File: src/pkg/fsp_pkg.sv
// Purpose: constants shared by the FIFO serial port design
// Assumes: one 10 MHz clock, byte addressed Avalon-MM register window
// Notes: register words sit at aligned byte offsets, unused bits read zero

package fsp_pkg;
	// ****************************************
	// Sizes
	// ****************************************
	localparam int DATA_W = 8;
	localparam int DEPTH = 16;
	localparam int PTR_W = 4;
	localparam int CNT_W = 5;
	localparam int STAT_W = 8;
	localparam int CTRL_W = 10;

	// ****************************************
	// Register byte offsets
	// ****************************************
	localparam logic [4:0] OFF_CTRL = 5'h00;
	localparam logic [4:0] OFF_BAUD = 5'h04;
	localparam logic [4:0] OFF_TXDATA = 5'h08;
	localparam logic [4:0] OFF_RXDATA = 5'h0C;
	localparam logic [4:0] OFF_STATUS = 5'h10;
	localparam logic [4:0] OFF_MASK = 5'h14;
	localparam logic [4:0] OFF_PORT = 5'h18;
	localparam logic [4:0] OFF_ERRCNT = 5'h1C;

	// ****************************************
	// Control fields
	// ****************************************
	localparam int C_TX_EN = 0;
	localparam int C_RX_EN = 1;
	localparam int C_SYNC = 2;
	localparam int C_EXT_CLK = 3;
	localparam int C_EIGHT = 4;
	localparam int C_TWO_STOP = 5;
	localparam int C_PAR_EN = 6;
	localparam int C_PAR_ODD = 7;
	localparam int C_DMA_SEL = 8;
	localparam int C_STANDBY = 9;
	localparam logic [CTRL_W-1:0] CTRL_RESET = 10'h210;
	localparam logic [15:0] BAUD_RESET = 16'h0040;

	// ****************************************
	// Status and mask fields
	// ****************************************
	localparam int S_TXE = 0;
	localparam int S_BRK = 1;
	localparam int S_RXF = 2;
	localparam int S_RER = 3;
	localparam int S_PER = 4;
	localparam int S_FER = 5;
	localparam int S_ORE = 6;
	localparam int S_TOE = 7;

	// ****************************************
	// Timing counts and error count limit
	// ****************************************
	localparam logic [3:0] OS_LAST = 4'hF;
	localparam logic [3:0] OS_MID = 4'h7;
	localparam logic [7:0] ERRCNT_MAX = 8'hFF;
endpackage

File: src/pkg/fsp_stream_if.sv
// Purpose: byte stream with valid and ready between port modules
// Assumes: transfer on a clock edge where valid and ready are both high
// Notes: no clock inside, the modules carry their own
`timescale 1ns/1ns
`default_nettype none

interface fsp_stream_if;
	logic [7:0] data;
	logic valid;
	logic ready;
	modport src(output data, output valid, input ready);
	modport snk(input data, input valid, output ready);
endinterface

`default_nettype wire

File: src/design/fsp_fifo.sv
// Purpose: sixteen entry byte queue
// Assumes: push and pop may fall in the same cycle
// Notes: full refuses pushes through ready
`timescale 1ns/1ns
`default_nettype none

module fsp_fifo (
	// Clock and reset
	input wire logic clk_sys,
	input wire logic reset,
	// Streams
	fsp_stream_if.snk wr,
	fsp_stream_if.src rd,
	// Fill level
	output logic [fsp_pkg::CNT_W-1:0] count
);
	logic [7:0] mem [fsp_pkg::DEPTH];
	logic [fsp_pkg::PTR_W-1:0] wp_reg, wp_next, rp_reg, rp_next;
	logic [fsp_pkg::CNT_W-1:0] cnt_reg, cnt_next;
	logic push, pop;

	assign wr.ready = (cnt_reg != fsp_pkg::CNT_W'(fsp_pkg::DEPTH));
	assign rd.valid = (cnt_reg != '0);
	assign rd.data = mem[rp_reg];
	assign count = cnt_reg;

	always_comb begin
		push = wr.valid & wr.ready;
		pop = rd.valid & rd.ready;
		wp_next = push ? wp_reg + 1'b1 : wp_reg;
		rp_next = pop ? rp_reg + 1'b1 : rp_reg;
		cnt_next = cnt_reg + {4'h0, push} - {4'h0, pop};
	end

	always_ff @(posedge clk_sys or posedge reset) begin
		if (reset) begin
			wp_reg <= '0;
			rp_reg <= '0;
			cnt_reg <= '0;
		end else begin
			wp_reg <= wp_next;
			rp_reg <= rp_next;
			cnt_reg <= cnt_next;
		end
	end

	always_ff @(posedge clk_sys) begin
		if (push) begin
			mem[wp_reg] <= wr.data;
		end
	end
endmodule // fsp_fifo

`default_nettype wire

File: src/design/fsp_tx_serial.sv
// Purpose: serialiser for asynchronous and synchronous frames
// Assumes: os_tick is sixteen per bit, sync_fall one per bit
// Notes: takes the next byte at the end of a frame for back to back output
`timescale 1ns/1ns
`default_nettype none

module fsp_tx_serial (
	// Clock and reset
	input wire logic clk_sys,
	input wire logic reset,
	// Byte source
	fsp_stream_if.snk s,
	// Configuration
	input wire logic enable,
	input wire logic sync_mode,
	input wire logic eight,
	input wire logic two_stop,
	input wire logic par_en,
	input wire logic par_odd,
	// Timing
	input wire logic os_tick,
	input wire logic sync_fall,
	// Line
	output logic txd
);
	typedef enum logic [2:0] {TX_IDLE, TX_START, TX_DATA, TX_PAR, TX_STOP} fsp_tx_state_t;
	fsp_tx_state_t st_reg, st_next;
	logic [7:0] sh_reg, sh_next;
	logic [3:0] sub_reg, sub_next;
	logic [2:0] bit_reg, bit_next;
	logic par_reg, par_next, txd_reg, txd_next;
	logic step, fin, take;

	assign txd = txd_reg;

	always_comb begin
		st_next = st_reg;
		sh_next = sh_reg;
		bit_next = bit_reg;
		par_next = par_reg;
		txd_next = txd_reg;
		s.ready = 1'b0;
		step = sync_mode ? sync_fall : os_tick;
		sub_next = (os_tick && !sync_mode) ? sub_reg + 1'b1 : sub_reg;
		fin = sync_mode ? sync_fall : (os_tick && sub_reg == fsp_pkg::OS_LAST);
		take = 1'b0;
		unique case (st_reg)
			TX_IDLE: take = step;
			TX_START: if (fin) begin
				st_next = TX_DATA;
				txd_next = sh_reg[0];
				bit_next = '0;
			end
			TX_DATA: if (fin) begin
				sh_next = {1'b0, sh_reg[7:1]};
				if (bit_reg == (sync_mode || eight ? 3'h7 : 3'h6)) begin
					if (sync_mode) begin
						take = 1'b1;
						st_next = TX_IDLE;
						txd_next = 1'b1;
					end else begin
						st_next = par_en ? TX_PAR : TX_STOP;
						txd_next = par_en ? par_reg : 1'b1;
						bit_next = '0;
					end
				end else begin
					txd_next = sh_reg[1];
					bit_next = bit_reg + 1'b1;
				end
			end
			TX_PAR: if (fin) begin
				st_next = TX_STOP;
				txd_next = 1'b1;
			end
			TX_STOP: if (fin) begin
				if (two_stop && bit_reg == '0) begin
					bit_next = 3'h1;
				end else begin
					take = 1'b1;
					st_next = TX_IDLE;
				end
			end
		endcase
		if (take && s.valid && enable) begin
			s.ready = 1'b1;
			sh_next = s.data;
			par_next = ^(eight ? s.data : {1'b0, s.data[6:0]}) ^ par_odd;
			sub_next = '0;
			bit_next = '0;
			// Async start bit low, sync goes straight to data bit 0; data LSB first
			st_next = sync_mode ? TX_DATA : TX_START;
			txd_next = sync_mode ? s.data[0] : 1'b0;
		end
	end

	always_ff @(posedge clk_sys or posedge reset) begin
		if (reset) begin
			st_reg <= TX_IDLE;
			sh_reg <= '0;
			sub_reg <= '0;
			bit_reg <= '0;
			par_reg <= 1'b0;
			txd_reg <= 1'b1;
		end else begin
			st_reg <= st_next;
			sh_reg <= sh_next;
			sub_reg <= sub_next;
			bit_reg <= bit_next;
			par_reg <= par_next;
			txd_reg <= txd_next;
		end
	end
endmodule // fsp_tx_serial

`default_nettype wire

File: src/design/fsp_top.sv
// Purpose: FIFO serial port with Avalon-MM registers
// Assumes: one clock; rxd and sck pins are asynchronous to it
// Notes: standby after reset, release through the control register
`timescale 1ns/1ns
`default_nettype none

module fsp_top (
	// Clock and reset
	input wire logic clk_sys,
	input wire logic reset,
	// Avalon-MM slave
	input wire logic [4:0] avs_address,
	input wire logic avs_read,
	input wire logic avs_write,
	input wire logic [31:0] avs_writedata,
	output logic [31:0] avs_readdata,
	output logic avs_waitrequest,
	// Serial pins
	input wire logic rxd_pin,
	output logic txd_pin,
	input wire logic sck_in,
	output logic sck_out,
	output logic sck_oe,
	// Requests
	output logic irq,
	output logic transmit_queue_empty_request
);
	typedef enum logic [2:0] {RX_IDLE, RX_START, RX_DATA, RX_PAR, RX_STOP} fsp_rx_state_t;

	function automatic logic hit(input logic [4:0] a, input logic [4:0] off);
		hit = (a[4:2] == off[4:2]);
	endfunction

	// ****************************************
	// Declarations
	// ****************************************
	logic wait_reg, wait_next;
	logic [31:0] rdata_reg, rdata_next;
	logic [fsp_pkg::CTRL_W-1:0] ctrl_reg, ctrl_next;
	logic [15:0] baud_reg, baud_next;
	logic [fsp_pkg::STAT_W-1:0] mask_reg, mask_next, stat_reg, stat_next, stat_set;
	logic [7:0] errcnt_reg, errcnt_next;
	logic irq_reg, irq_next, dma_reg, dma_next;
	logic req, capture, wr, rd, standby;
	logic rxd_s1_reg, rxd_s2_reg, sck_s1_reg, sck_s2_reg;
	logic [15:0] bcnt_reg, bcnt_next;
	logic sck_int_reg, sck_int_next, clk_prev_reg, clk_prev_next;
	logic int_tick, clk_lvl, os_tick, sync_rise, sync_fall, sync_m, ext;
	logic txe_prev_reg, rxf_prev_reg;
	fsp_rx_state_t rst_reg, rst_next;
	logic [3:0] rsub_reg, rsub_next, flen;
	logic [2:0] rbit_reg, rbit_next;
	logic [7:0] rsh_reg, rsh_next, low_reg, low_next;
	logic [9:0] to_reg, to_next;
	logic rpar_reg, rpar_next, arm_reg, arm_next, tod_reg, tod_next;
	logic per, fer, ore, brk, toe, rx_push;
	logic [fsp_pkg::CNT_W-1:0] tx_count, rx_count;

	fsp_stream_if tx_in();
	fsp_stream_if tx_out();
	fsp_stream_if rx_in();
	fsp_stream_if rx_out();

	assign avs_readdata = rdata_reg;
	assign avs_waitrequest = wait_reg;
	assign irq = irq_reg;
	assign transmit_queue_empty_request = dma_reg;
	assign sck_out = sck_int_reg;

	// ****************************************
	// Queues and transmitter
	// ****************************************
	fsp_fifo u_tx_fifo (.clk_sys(clk_sys), .reset(reset), .wr(tx_in), .rd(tx_out), .count(tx_count));
	fsp_fifo u_rx_fifo (.clk_sys(clk_sys), .reset(reset), .wr(rx_in), .rd(rx_out), .count(rx_count));

	fsp_tx_serial u_tx (
		.clk_sys(clk_sys),
		.reset(reset),
		.s(tx_out),
		.enable(ctrl_reg[fsp_pkg::C_TX_EN]),
		.sync_mode(sync_m),
		.eight(ctrl_reg[fsp_pkg::C_EIGHT]),
		.two_stop(ctrl_reg[fsp_pkg::C_TWO_STOP]),
		.par_en(ctrl_reg[fsp_pkg::C_PAR_EN]),
		.par_odd(ctrl_reg[fsp_pkg::C_PAR_ODD]),
		.os_tick(os_tick),
		.sync_fall(sync_fall),
		.txd(txd_pin)
	);

	// ****************************************
	// Pin synchronisers
	// ****************************************
	always_ff @(posedge clk_sys or posedge reset) begin
		if (reset) begin
			rxd_s1_reg <= 1'b1;
			rxd_s2_reg <= 1'b1;
			sck_s1_reg <= 1'b1;
			sck_s2_reg <= 1'b1;
		end else begin
			rxd_s1_reg <= rxd_pin;
			rxd_s2_reg <= rxd_s1_reg;
			sck_s1_reg <= sck_in;
			sck_s2_reg <= sck_s1_reg;
		end
	end

	// ****************************************
	// Bus slave and registers
	// ****************************************
	always_comb begin
		standby = ctrl_reg[fsp_pkg::C_STANDBY];
		req = avs_read | avs_write;
		// One wait cycle, then accept
		capture = req & wait_reg;
		wr = avs_write & ~wait_reg;
		rd = avs_read & ~wait_reg;
		wait_next = ~capture;
		rdata_next = rdata_reg;
		ctrl_next = ctrl_reg;
		baud_next = baud_reg;
		mask_next = mask_reg;
		if (capture && avs_read) begin
			rdata_next = '0;
			if (hit(avs_address, fsp_pkg::OFF_CTRL)) rdata_next[fsp_pkg::CTRL_W-1:0] = ctrl_reg;
			if (hit(avs_address, fsp_pkg::OFF_BAUD)) rdata_next[15:0] = baud_reg;
			if (hit(avs_address, fsp_pkg::OFF_TXDATA)) rdata_next[4:0] = tx_count;
			if (hit(avs_address, fsp_pkg::OFF_RXDATA)) rdata_next[8:0] = {~rx_out.valid, rx_out.data};
			if (hit(avs_address, fsp_pkg::OFF_STATUS)) rdata_next[7:0] = stat_reg;
			if (hit(avs_address, fsp_pkg::OFF_MASK)) rdata_next[7:0] = mask_reg;
			if (hit(avs_address, fsp_pkg::OFF_PORT)) rdata_next[20:0] = {rx_count, 2'h0, tx_count, 8'h0, rxd_s2_reg};
			if (hit(avs_address, fsp_pkg::OFF_ERRCNT)) rdata_next[7:0] = errcnt_reg;
		end
		// Standby only lets the control word and the error count clear through
		if (wr && hit(avs_address, fsp_pkg::OFF_CTRL)) ctrl_next = avs_writedata[fsp_pkg::CTRL_W-1:0];
		if (wr && !standby && hit(avs_address, fsp_pkg::OFF_BAUD)) baud_next = avs_writedata[15:0];
		if (wr && !standby && hit(avs_address, fsp_pkg::OFF_MASK)) mask_next = avs_writedata[7:0];
		tx_in.valid = wr && !standby && hit(avs_address, fsp_pkg::OFF_TXDATA);
		tx_in.data = avs_writedata[7:0];
		rx_out.ready = rd && hit(avs_address, fsp_pkg::OFF_RXDATA);
	end

	always_ff @(posedge clk_sys or posedge reset) begin
		if (reset) begin
			wait_reg <= 1'b1;
			rdata_reg <= '0;
			ctrl_reg <= fsp_pkg::CTRL_RESET;
			baud_reg <= fsp_pkg::BAUD_RESET;
			mask_reg <= '0;
		end else begin
			wait_reg <= wait_next;
			rdata_reg <= rdata_next;
			ctrl_reg <= ctrl_next;
			baud_reg <= baud_next;
			mask_reg <= mask_next;
		end
	end

	// ****************************************
	// Bit timing
	// ****************************************
	always_comb begin
		sync_m = ctrl_reg[fsp_pkg::C_SYNC];
		ext = ctrl_reg[fsp_pkg::C_EXT_CLK];
		int_tick = ~standby & (bcnt_reg == '0);
		bcnt_next = standby ? '0 : (int_tick ? baud_reg : bcnt_reg - 1'b1);
		sck_int_next = (sync_m && !ext && int_tick) ? ~sck_int_reg : sck_int_reg;
		clk_lvl = ext ? sck_s2_reg : sck_int_reg;
		clk_prev_next = clk_lvl;
		sync_rise = ~standby & sync_m & clk_lvl & ~clk_prev_reg;
		sync_fall = ~standby & sync_m & ~clk_lvl & clk_prev_reg;
		os_tick = ~standby & ~sync_m & (ext ? clk_lvl & ~clk_prev_reg : int_tick);
	end

	always_ff @(posedge clk_sys or posedge reset) begin
		if (reset) begin
			bcnt_reg <= '0;
			sck_int_reg <= 1'b1;
			clk_prev_reg <= 1'b1;
			sck_oe <= 1'b0;
		end else begin
			bcnt_reg <= bcnt_next;
			sck_int_reg <= sck_int_next;
			clk_prev_reg <= clk_prev_next;
			sck_oe <= sync_m & ~ext & ~standby;
		end
	end

	// ****************************************
	// Receiver
	// ****************************************
	always_comb begin
		rst_next = rst_reg;
		rsub_next = os_tick ? rsub_reg + 1'b1 : rsub_reg;
		rbit_next = rbit_reg;
		rsh_next = rsh_reg;
		rpar_next = rpar_reg;
		arm_next = arm_reg;
		low_next = low_reg;
		to_next = to_reg;
		tod_next = tod_reg;
		{per, fer, ore, brk, toe, rx_push} = '0;
		flen = 4'h2 + {3'h0, ctrl_reg[fsp_pkg::C_EIGHT]} + 4'h6 + {3'h0, ctrl_reg[fsp_pkg::C_PAR_EN]}
			+ {3'h0, ctrl_reg[fsp_pkg::C_TWO_STOP]};
		rx_in.data = (sync_m || ctrl_reg[fsp_pkg::C_EIGHT]) ? rsh_reg : {1'b0, rsh_reg[7:1]};
		// Clocked mode, eight bits per byte
		if (sync_m) begin
			rst_next = RX_IDLE;
			if (sync_rise && ctrl_reg[fsp_pkg::C_RX_EN]) begin
				rsh_next = {rxd_s2_reg, rsh_reg[7:1]};
				rbit_next = rbit_reg + 1'b1;
				rx_push = (rbit_reg == 3'h7);
			end
		end else if (os_tick) begin
			unique case (rst_reg)
				RX_IDLE: begin
					rsub_next = '0;
					if (!rxd_s2_reg && ctrl_reg[fsp_pkg::C_RX_EN]) rst_next = RX_START;
				end
				RX_START: if (rsub_reg == fsp_pkg::OS_MID) begin
					rst_next = rxd_s2_reg ? RX_IDLE : RX_DATA;
					rsub_next = '0;
					rbit_next = '0;
					rpar_next = ctrl_reg[fsp_pkg::C_PAR_ODD];
				end
				RX_DATA: if (rsub_reg == fsp_pkg::OS_LAST) begin
					rsh_next = {rxd_s2_reg, rsh_reg[7:1]};
					rpar_next = rpar_reg ^ rxd_s2_reg;
					rbit_next = rbit_reg + 1'b1;
					if (rbit_reg == (ctrl_reg[fsp_pkg::C_EIGHT] ? 3'h7 : 3'h6))
						rst_next = ctrl_reg[fsp_pkg::C_PAR_EN] ? RX_PAR : RX_STOP;
				end
				RX_PAR: if (rsub_reg == fsp_pkg::OS_LAST) begin
					per = rpar_reg ^ rxd_s2_reg;
					rst_next = RX_STOP;
				end
				RX_STOP: if (rsub_reg == fsp_pkg::OS_LAST) begin
					fer = ~rxd_s2_reg;
					rx_push = 1'b1;
					rst_next = RX_IDLE;
				end
			endcase
		end
		rx_in.valid = rx_push & rx_in.ready;
		ore = rx_push & ~rx_in.ready;
		// Framing error then a frame time low
		// A held low line repeats framing errors, so only the first starts the count
		if (fer && !arm_reg) begin
			arm_next = 1'b1;
			low_next = '0;
		end else if (arm_reg && os_tick) begin
			low_next = low_reg + 1'b1;
			if (rxd_s2_reg) begin
				arm_next = 1'b0;
			end else if (low_reg == {flen, 4'h0} - 1'b1) begin
				brk = 1'b1;
				arm_next = 1'b0;
			end
		end
		// Four idle character times with data waiting
		if (sync_m || !rx_out.valid || rx_push || rst_reg != RX_IDLE) begin
			to_next = '0;
			tod_next = 1'b0;
		end else if (os_tick && !tod_reg) begin
			to_next = to_reg + 1'b1;
			if (to_reg == {flen, 6'h00} - 1'b1) begin
				toe = 1'b1;
				tod_next = 1'b1;
			end
		end
	end

	always_ff @(posedge clk_sys or posedge reset) begin
		if (reset) begin
			rst_reg <= RX_IDLE;
			rsub_reg <= '0;
			rbit_reg <= '0;
			rsh_reg <= '0;
			rpar_reg <= 1'b0;
			arm_reg <= 1'b0;
			low_reg <= '0;
			to_reg <= '0;
			tod_reg <= 1'b0;
		end else begin
			rst_reg <= rst_next;
			rsub_reg <= rsub_next;
			rbit_reg <= rbit_next;
			rsh_reg <= rsh_next;
			rpar_reg <= rpar_next;
			arm_reg <= arm_next;
			low_reg <= low_next;
			to_reg <= to_next;
			tod_reg <= tod_next;
		end
	end

	// ****************************************
	// Status, errors and requests
	// ****************************************
	always_comb begin
		stat_set = '0;
		stat_set[fsp_pkg::S_TXE] = ~tx_out.valid & txe_prev_reg == 1'b0;
		stat_set[fsp_pkg::S_BRK] = brk;
		stat_set[fsp_pkg::S_RXF] = ~rx_in.ready & ~rxf_prev_reg;
		stat_set[fsp_pkg::S_RER] = per | fer | ore | toe;
		stat_set[fsp_pkg::S_PER] = per;
		stat_set[fsp_pkg::S_FER] = fer;
		stat_set[fsp_pkg::S_ORE] = ore;
		stat_set[fsp_pkg::S_TOE] = toe;
		// Set wins over the read clear
		stat_next = stat_reg;
		if (rd && hit(avs_address, fsp_pkg::OFF_STATUS)) stat_next = stat_reg & ~rdata_reg[7:0];
		stat_next = stat_next | stat_set;
		errcnt_next = errcnt_reg;
		if (wr && hit(avs_address, fsp_pkg::OFF_ERRCNT)) errcnt_next = '0;
		if ((per | fer | ore) && errcnt_next != fsp_pkg::ERRCNT_MAX) errcnt_next = errcnt_next + 1'b1;
		// Empty request withheld from the interrupt line when DMA is selected
		irq_next = |(stat_next & mask_reg
			& ~(fsp_pkg::STAT_W'(ctrl_reg[fsp_pkg::C_DMA_SEL]) << fsp_pkg::S_TXE));
		// Level request, one byte per cycle steal
		dma_next = ctrl_reg[fsp_pkg::C_DMA_SEL] & ctrl_reg[fsp_pkg::C_TX_EN] & ~standby
			& tx_in.ready & ~tx_in.valid & ~tx_out.valid;
	end

	always_ff @(posedge clk_sys or posedge reset) begin
		if (reset) begin
			stat_reg <= '0;
			errcnt_reg <= '0;
			irq_reg <= 1'b0;
			dma_reg <= 1'b0;
			txe_prev_reg <= 1'b1;
			rxf_prev_reg <= 1'b0;
		end else begin
			stat_reg <= stat_next;
			errcnt_reg <= errcnt_next;
			irq_reg <= irq_next;
			dma_reg <= dma_next;
			txe_prev_reg <= ~tx_out.valid;
			rxf_prev_reg <= ~rx_in.ready;
		end
	end
endmodule // fsp_top

`default_nettype wire

File: config.mk
export PLATFORM = sky130hd
export DESIGN_NAME = fsp_top
export DESIGN_NICKNAME = d
export VERILOG_FILES = /design/src/pkg/fsp_pkg.sv /design/src/pkg/fsp_stream_if.sv /design/src/design/fsp_fifo.sv /design/src/design/fsp_tx_serial.sv /design/src/design/fsp_top.sv
export SDC_FILE = /design/constraint.sdc
export NUM_CORES = 1
export LEC_CHECK = 0
export BUFFER_PORTS_ARGS = -buffer_cell sky130_fd_sc_hd__buf_2
export CORE_MARGIN = 5
export CORE_UTILIZATION = 35
export DETAILED_ROUTE_END_ITERATION = 10
export PLACE_DENSITY = 0.47
export REMOVE_ABC_BUFFERS = 1
export SLEW_MARGIN = 20
export SYNTH_ARGS = -nofsm -noshare
export SYNTH_HDL_FRONTEND = slang
export SYNTH_SLANG_ARGS = --single-unit
File: constraint.sdc
create_clock -name clk_sys -period 6.7 [get_ports clk_sys]
set_clock_uncertainty 0.05 [all_clocks]
set_input_delay 0.67 -clock clk_sys [delete_from_list [all_inputs] [get_ports clk_sys]]
set_output_delay 0.67 -clock clk_sys [all_outputs]
set_load 0.01 [all_outputs]
==> qor.csv, run 1 <==
metric,value,unit
Synth Instances,1429,
Synth warnings,0,
PostCTS Resize Cnt,0,
post-synthesis sequential element count,440,
Synth async-reset ratio,41.8,%
antenna violations before repair,0,
grt total ovfl,0,
H-tree depth,2,
post-synth cell types,67,
CTS root buf,clkbuf_16,
Synth Cell Area,19600,sq um
crit path capture type,register,
Worst Setup EP,u_tx_fifo.count[4],
worst skew pair latency,610,ps
mean post-synth cell area,13.7,sq um
"CTS clk-pin slew, worst paths",60,ps
Final nets,1566,
main flop type after synthesis,edfxtp_1,
Final Critical Period,4660,ps
Die ar.,60700,sq um
RSZ-0062 raised after global routing,no,
vias per cell,5.05,
Worst Setup Start Kind,register,
crit path launch,bcnt_reg[10],
first-pass GRT wire length,73.5,mm
CP max FO,22,
GRT Overall Usage,15.8,%
RD Place Congestion,0.789,
M1 WL,21.5,mm
reg2reg path depth,14,
cts hold-fix bufs,0,
Fillers,5174,
"antenna viol nets, final",0,
status,completed,
FF-to-FF End,u_tx_fifo.count[4],
maximum vdd drop,0.222,mV
HPWL after detailed placement,31.6,mm
Initial Util,35.5,%
number of global-route vias before repair,11700,
R2R setup slack,2040,ps
worst-margin pin slew,1030,ps
final slew viol count,0,
register area,12300,sq um
vias,11500,
post-synthesis sequential area ratio,62.9,%
Die Y,246,um
total power,0.00803,W
diode count,0,
Final period util,69.6,%
DR pass1 iterations,5,
Residual DRC,0,
WL met3,1.33,mm
Power Dens Cells,361,nW/um^2
Placement Rows,86,
Ports,81,
Detailed Route WL,47.7,mm
P_leak,8.46,nW
DRT iter0 DRCs,719,
PortBufs,51,
CTS tree,yes,
Num CTS Buffers,50,
final setup fails,0,
Crit path arrival time,5140,ps
Rel. slew slack,31.0,%
CP Class,reg2reg,
TritonCTS Sinks,440,
drt wl/cell,21.0,um
Highest Signal Layer,met4,
"EDFF count, synth",256,
largest net degree at the start of global routing,131,
max_cap viols,0,
core area,55200,sq um
reg2reg start,bcnt_reg[10],
met2 wire len,23.9,mm
CP required,7180,ps
layout cells sized above 1,18.5,%
Fin Setup TNS,0,ps
Die X,246,um
Hold Fails Final Rpt,0,
area of the multi-input gates,6820,sq um
setup bufs post-CTS,0,
Max Fclk,215,MHz
area grow syn2layout,13.6,%
worst hold path class,in2async,
clock buffer depth,3,
==> worst max-delay path, cell delays in order, from the launching register on <==
cell      delay (ps)
dfrtp_1          430
nor4_1           370
nor2b_1          410
a31oi_1          350
or2_2            390
a2111o_1         680
inv_1            590
ha_1             210
inv_1             40
ha_1             210
fa_1             410
a21oi_1          150
nor2_1            50
nor2_1           120
xnor2_1          130
==> worst min path at each step <==
stage,cells past startpoint,endpoint,slack (ps),from
global placement,0,rxd_s2_reg,300,rxd_s1_reg
CTS,1,sck_s1_reg,90,sck_in
finish,2,to_reg[5],2,reset
detailed placement,0,rxd_s2_reg,300,rxd_s1_reg
floorplan,0,rxd_s2_reg,300,rxd_s1_reg
global route,2,to_reg[5],1,reset
==> where the power goes <==
part           switching [W]  internal (W)
Sequential          0.000433       0.00318
Clock                0.00111       0.00148
Combinational       0.000951      0.000869
Total                0.00250       0.00553
==> layer usage <==
layer,track usage [%],up-vias
li1,-,5402
met1,21.2,5870
met2,27.0,154
met3,2.16,55
met4,4.40,0
met5,0,-
==> cells by family after synthesis <==
logic type | count (synthesis) | synth area share [%]
compound gates | 203 | 6.78
xor+xnor | 68 | 3.11
fa+ha+maj | 37 | 2.48
buf+inv | 125 | 2.67
flops | 440 | 62.9
mux | 165 | 12.7
other cells | 1 | 0.0192
simple gates | 390 | 9.39
==> cells in the final DEF, fill, tap and decap left out, types with 34 or more instances in the layout <==
cell type	netlist	final
edfxtp_1	256	256
dfrtp_1	172	170
nand2_1	129	128
nor2_1	111	111
mux4_2	61	61
o21ai_0	60	60
mux2i_1	52	52
mux2_2	52	52
buf_2	7	51
clkbuf_16	0	50
a21oi_1	50	49
inv_1	48	47
xnor2_1	37	37
ha_1	34	34
==> synth_stat cells (15+ instances only) <==
master / count / area [sq um]
ha_1: 34 / 425
nor2_1: 111 / 417
o21ai_0: 60 / 300
inv_1: 48 / 180
a21oi_1: 50 / 250
dfrtp_1: 172 / 4300
clkbuf_1: 47 / 176
a221oi_1: 16 / 140
nand3_1: 29 / 145
xor2_1: 30 / 263
a211oi_1: 18 / 135
edfxtp_1: 256 / 7690
xnor2_1: 37 / 324
mux2i_1: 52 / 521
nand2_1: 129 / 484
mux4_2: 61 / 1370
nor3_1: 23 / 115
mux2_2: 52 / 586
nand2b_1: 15 / 93.8
==> area by class of cell <==
class | instances | area share (%)
clock buffers | 74 | 6.26
inverters | 48 | 0.844
repair buffers | 72 | 1.95
clock inverters | 18 | 0.709
flip-flops and latches | 440 | 55.4
multi-input cells | 874 | 30.7
well taps | 748 | 4.21
==> metrics by stage <==
| step | util, % | hold slack, ps | instance area [sq um] | std cells | worst slack [ps] |
|---|---|---|---|---|---|
| finish | 40.3 | 1.68 | 22200 | 2274 | 2040 |
| global route | 40.3 | 1.22 | 22200 | 2274 | 1610 |
| CTS | 40.2 | 89.7 | 22200 | 2273 | 2010 |
| detailed placement | 37.4 | 299 | 20600 | 2181 | 2030 |
| global placement | 37.4 | 297 | 20600 | 2181 | 2020 |
| floorplan | - | 295 | 19300 | 1362 | 999 |
No activity file was read; power rests on OpenSTA's default activity.
==> inputs of run 2 (changes only) <==
ABC_AREA = 1   (was default)
PLACE_DENSITY = 0.49   (was 0.47)
clock period = 3.9 ns   (was 6.7 ns; I/O delays follow)
==> run 2 against run 1 <==
  * Die area rose by 4.0%
  * Largest power group unchanged
  * Sequential cell count unchanged
  * Sequential power grew 75%
  * Core utilization rose by 0.39 points
  * Highest routed layer unchanged
  * Largest cell class unchanged
==> qor.csv, run 2 <==
metric,value,unit,change
status,completed,,
"commonest cells after routing, fill and taps aside","nand2_1 (498), edfxtp_1 (256), nor2_1 (201), inv_1 (195), o21ai_0 (192)",,
Die Y,251,um,+2.0%
Crit path arrival time,3670,ps,-1470 ps
max_cap viols,0,,unchanged
core area,57700,sq um,+4.5%
reg2reg path depth,17,,+3
Ports,81,,unchanged
PortBufs,51,,unchanged
"antenna viol nets, final",0,,unchanged
most common cell in the netlist,nand2_1,,
TritonCTS Sinks,440,,unchanged
P_leak,9.95,nW,+18%
synth top area cells,"edfxtp_1 (38%), dfrtp_1 (21%), nand2_1 (9.2%)",,
diode count,0,,unchanged
Hold Fails Final Rpt,0,,unchanged
Fillers,5780,,+12%
Min-Delay Path Depth,3,,
Synth async-reset ratio,41.8,%,unchanged
fin cells,2996,,+32%
Die ar.,63200,sq um,+4.0%
Power Dens Cells,682,nW/um^2,+89%
post-synthesis sequential element count,440,,unchanged
Detailed Route WL,51.5,mm,+7.9%
grt total ovfl,0,,unchanged
hold path endpoint,ctrl_reg[9],,
worst hold path class,in2reg,,
"commonest non-fill, non-tap cell in the layout",nand2_1,,
Final nets,2270,,+45%
largest net degree at the start of global routing,98,,-25%
Final Critical Period,3200,ps,-1460 ps
Synth top area share,37.7,%,-1.6 points
R2R setup slack,700,ps,-1340 ps
Hold WS,28.1,ps,+26.4 ps
CTS tree,yes,,
layout cells sized above 1,12.0,%,-6.5 points
Inst Count DP,2891,,+33%
FF-to-FF End,u_tx_fifo.count[4],,
number of global-route vias before repair,14400,,+23%
"EDFF count, synth",256,,unchanged
area grow syn2layout,15.0,%,
Synth Instances,2098,,+47%
drt wl/cell,17.2,um,-18%
reg2reg start,ctrl_reg[9],,
area of the multi-input gates,6870,sq um,+0.75%
vias per cell,4.78,,-5.2%
"area leader, netlist",edfxtp_1,,
DRT iter0 DRCs,813,,+13%
RD Place Congestion,0.798,,+1.1%
H-tree depth,2,,unchanged
PostCTS Resize Cnt,0,,unchanged
GRT Overall Usage,16.4,%,+0.60 points
main flop type after synthesis,edfxtp_1,,
register area,12300,sq um,unchanged
final slew viol count,0,,unchanged
Residual DRC,0,,unchanged
mean post-synth cell area,9.72,sq um,-29%
Initial Util,35.3,%,-0.11 points
CP required,4380,ps,-2800 ps
total power,0.0160,W,+99%
vias,14300,,+25%
synth cell count leaders,"nand2_1 (498), edfxtp_1 (256), nor2_1 (201)",,
Die X,251,um,+2.0%
Max Fclk,313,MHz,+46%
Synth warnings,0,,unchanged
maximum vdd drop,0.476,mV,+110%
post-synthesis sequential area ratio,60.3,%,-2.5 points
post-synth cell types,56,,-16%
worst skew pair latency,600,ps,about the same
final setup fails,0,,unchanged
CTS root buf,clkbuf_16,,
CP max FO,19,,-14%
RSZ-0062 raised after global routing,no,,
first-pass GRT wire length,82.4,mm,+12%
Worst Setup Start Kind,register,,
Rel. slew slack,37.0,%,+5.9 points
HPWL after detailed placement,34.8,mm,+10%
"CTS clk-pin slew, worst paths",60,ps,about the same
Hold Crit Start,avs_writedata[9],,
CP Class,reg2reg,,
Placement Rows,88,,+2.3%
worst-margin pin slew,945,ps,-86.3 ps
clock buffer depth,3,,unchanged
antenna violations before repair,0,,unchanged
Final period util,82.0,%,+12 points
Num CTS Buffers,50,,unchanged
DR pass1 iterations,5,,unchanged
Synth Cell Area,20400,sq um,+4.2%
crit path capture type,register,,
==> run 2: final cells by class <==
type                            instances  share of cell area [%]
Clock buffer                           64                    5.77
Clock inverter                         29                    1.53
Inverter                              217                    3.54
Multi-Input combinational cell       1367                    29.3
Sequential cell                       440                    52.5
Tap cell                              765                    4.08
Timing Repair Buffer                  114                    3.34
==> run 2: kinds of logic (layout without fill, tap and decap cells) <==
family          count (synthesis)  count (layout)  synth area share [%]
buf+inv                       301             424                  6.20
simple gates                  928             928                  19.5
mux                             5               5                 0.276
fa+ha+maj                      37              37                  2.38
flops                         440             440                  60.3
other cells                     1              11                0.0184
xor+xnor                       50              50                  2.15
compound gates                336             336                  9.10
==> run 2: what timing repair did <==
action	in CTS	in global routing
setup buffers	0	0
hold buffers	12	0
setup endpoints to repair	0	0
endpoints found under the hold margin	98	0
==> run 2: how the worst max path moves through the flow <==
stage	startpoint	to	cells after the start	slack, ps
after floorplan	reset	async pin	1	-1520
after global placement	ctrl_reg[9]	u_tx_fifo.count[4]	17	700
after detailed placement	ctrl_reg[9]	u_tx_fifo.count[4]	17	690
after CTS	ctrl_reg[9]	u_tx_fifo.count[4]	17	670
after global routing	ctrl_reg[9]	u_tx_fifo.count[4]	17	420
final	ctrl_reg[9]	u_tx_fifo.count[4]	17	700
==> run 2: stage by stage <==
stage                     setup TNS, ps  instance area, sq um  setup slack, ps  util [%]
after floorplan                 -263130                 20000            -1520         -
after global placement                0                 21600              704      37.5
after detailed placement              0                 21600              687      37.5
after CTS                             0                 23500              668      40.7
after global routing                  0                 23500              416      40.7
final                                 0                 23500              704      40.7
==> run 2: per-layer routing <==
layer,share of wire [%],vias up,track usage [%],wire length (um)
met1,46,6837,22.6,23800
li1,-,7171,-,-
met4,2.4,0,4.62,1250
met3,4.1,71,2.50,2120
met2,47,255,27.0,24300
met5,0,-,0,0
==> run 2: power breakdown <==
| group | total (W) | switching (W) | internal, W | leakage, nW |
|---|---|---|---|---|
| combinational | 0.00482 | 0.00322 | 0.00159 | 4.47 |
| sequential | 0.00632 | 0.000607 | 0.00571 | 4.63 |
| clock | 0.00485 | 0.00193 | 0.00293 | 0.842 |
| total | 0.0160 | 0.00576 | 0.0102 | 9.95 |
==> run 2: critical path, stage by stage, from the launching register on <==
cell and delay, ps:
dfstp_2 580, inv_2 160, nand3_2 120, nor2_2 50
nand3_2 90, nand2_4 80, nand2_4 220, nand2_2 150
nand3_4 110, inv_1 90, ha_1 280, inv_1 40
ha_1 220, fa_1 410, a21oi_1 140, nor2_1 50
nor2_1 110, xor2_1 150
==> inputs of run 3 (changes only) <==
ABC_AREA = 0   (was 1)
PLACE_DENSITY = 0.47   (was 0.49)
clock period = 3.3 ns   (was 3.9 ns; I/O delays follow)
==> run 3 against run 2 <==
  * Final area shrank 0.19%
  * First-iteration DRC count grew 0.12%
  * Combinational power shrank 6.2%
  * Register-to-register slack lost 610 ps
  * Highest routed layer unchanged
  * Sequential cell count is the same
  * Final cell count shrank 20%
  * Sequential power grew 12%
  * Sequential share of layout area grew 0.098 points
  * Critical endpoint is now u_rx_fifo.mem[0][0]
  * Global-route usage grew 0.12 points
==> qor.csv, run 3 (synthesis results as in run 1) <==
metric,value,unit,change
Final period util,97.2,%,+15 points
"CTS clk-pin slew, worst paths",60,ps,about the same
Die ar.,60700,sq um,-3.9%
CP max stage delay,400,ps,-180 ps
number of global-route vias before repair,12300,,-15%
CP required,3560,ps,-820 ps
grt total ovfl,0,,unchanged
clock buffer depth,3,,unchanged
maximum vdd drop,0.369,mV,-22%
Die X,246,um,-2.0%
Ports,81,,unchanged
fin cells,2382,,-20%
Final Critical Period,3210,ps,+11.3 ps
CP max FO,8,,-11
vias,11900,,-17%
final slew viol count,0,,unchanged
CP Class,reg2reg,,
Initial Util,35.5,%,+0.11 points
R2R setup slack,90,ps,-610 ps
max_cap viols,0,,unchanged
crit path capture type,register,,
worst hold path class,in2reg,,
Pint,0.0123,W,+20%
Num CTS Buffers,52,,+4.0%
CP bufs+invs,3,,unchanged
diode count,0,,unchanged
Final Util,42.4,%,+1.8 points
final setup fails,0,,unchanged
Rel. slew slack,43.1,%,+6.1 points
DR pass1 iterations,4,,-1
vias per cell,5.00,,+4.5%
Detailed Route WL,49.5,mm,-3.9%
Inst Count DP,2265,,-22%
"commonest cells after routing, fill and taps aside","edfxtp_1 (256), dfrtp_1 (170), nand2_1 (129), nor2_1 (111), buf_4 (104)",,
Max Fclk,312,MHz,-0.35%
layout cells sized above 1,24.8,%,+13 points
drt wl/cell,20.8,um,+21%
H-tree depth,2,,unchanged
RD Place Congestion,0.797,,-0.10%
Final nets,1670,,-26%
"commonest non-fill, non-tap cell in the layout",edfxtp_1,,
combinational share of power,25.7,%,-4.4 points
area grow syn2layout,19.7,%,
reg2reg path depth,12,,-5
Slowest cell on crit path,or3_4,,
CTS root buf,clkbuf_16,,
crit-path leading delay family,simple AND/OR/NAND/NOR gates,,
Die Y,246,um,-2.0%
P_sw,0.00532,W,-7.7%
GRT Overall Usage,16.5,%,+0.12 points
Fin Setup TNS,0,ps,unchanged
sw frac,30.2,%,-5.8 points
Worst Setup Start Kind,register,,
"critical path, cell by cell",inv_2 > ha_4 > nor4b_4 > and3_4 > a31oi_4 > or3_4 > or3_4 > a21oi_4 > buf_4 > nand2_1 > nor3_1 > buf_4,,
FF-to-FF End,u_rx_fifo.mem[0][0],,
Hold Crit Start,avs_writedata[3],,
core area,55200,sq um,-4.3%
sequential fraction of design power,40.2,%,+0.7 points
worst skew pair latency,610,ps,about the same
"antenna viol nets, final",0,,unchanged
Crit path depth,12,,-5
PortBufs,51,,unchanged
Hold Fails Final Rpt,0,,unchanged
Power Dens Cells,751,nW/um^2,+10%
worst-margin pin slew,852,ps,-93.1 ps
Min-Delay Path Depth,1,,-2
largest net degree at the start of global routing,89,,-9.2%
P_leak,9.12,nW,-8.3%
antenna violations before repair,0,,unchanged
CTS tree,yes,,
hold path endpoint,u_tx_fifo.mem[13][3],,
Placement Rows,86,,-2.3%
TritonCTS Sinks,440,,unchanged
Residual DRC,0,,unchanged
RSZ-0062 raised after global routing,yes,,
reg2reg start,bcnt_reg[0],,
Crit path arrival time,3470,ps,-200 ps
first-pass GRT wire length,77.1,mm,-6.5%
status,completed,,
Placement Cell Area,21300,sq um,-1.4%
fin area,23400,sq um,-0.19%
Clock power frac,34.1,%,+3.8 points
DRT iter0 DRCs,814,,+0.12%
HPWL after detailed placement,33.9,mm,-2.7%
==> run 3: power by group through the flow <==
stage | combinational (W) | sequential [W] | clock, W
finish | 0.00452 | 0.00706 | 0.00600
global route | 0.00499 | 0.00714 | 0.00638
CTS | 0.00451 | 0.00705 | 0.00615
detailed placement | 0.00445 | 0.00715 | 0
global placement | 0.00442 | 0.00715 | 0
floorplan | 0.00262 | 0.00729 | 0
==> run 3: final cells by class <==
type	instances	area (sq um)
Inverter	48	188
Sequential cell	440	12300
Clock inverter	27	329
Fill cell	5048	31800
Multi-Input combinational cell	874	6900
Tap cell	748	936
Clock buffer	71	1480
Timing Repair Buffer	174	1280
==> run 3: repair_timing <==
action,4_1_cts,5_1_grt
hold endpoints to repair,89,0
endpoints found under the setup margin,140,123
buffers inserted,1,5
pin swaps,4,6
gates resized for setup,7,18
hold buffers,13,0
==> run 3: per-layer routing <==
layer,part of all wire (%),vias to the layer above,track usage (%),routed length [um]
met4,2.1,0,4.59,1060
met5,0,-,0,0
met2,50,168,27.7,24500
met3,3.2,73,2.34,1560
li1,-,5592,-,-
met1,45,6079,22.5,22300
==> run 3: worst max-delay path by stage <==
stage,to,startpoint,slack (ps)
after global placement,u_rx_fifo.count[4],bcnt_reg[0],-190
final,u_rx_fifo.mem[0][0],bcnt_reg[0],90
after CTS,u_rx_fifo.count[4],bcnt_reg[0],6
after floorplan,async pin,reset,-2060
after detailed placement,u_rx_fifo.count[4],bcnt_reg[0],-200
after global routing,u_rx_fifo.mem[0][0],bcnt_reg[8],-110
==> run 3: per-stage QoR <==
| stage | worst slack (ps) | total power (W) | hold slack [ps] |
|---|---|---|---|
| floorplan | -2060 | 0.00991 | 284 |
| global placement | -186 | 0.0116 | 298 |
| detailed placement | -201 | 0.0116 | 298 |
| CTS | 6.43 | 0.0177 | 110 |
| global route | -115 | 0.0185 | 132 |
| finish | 92.6 | 0.0176 | 133 |
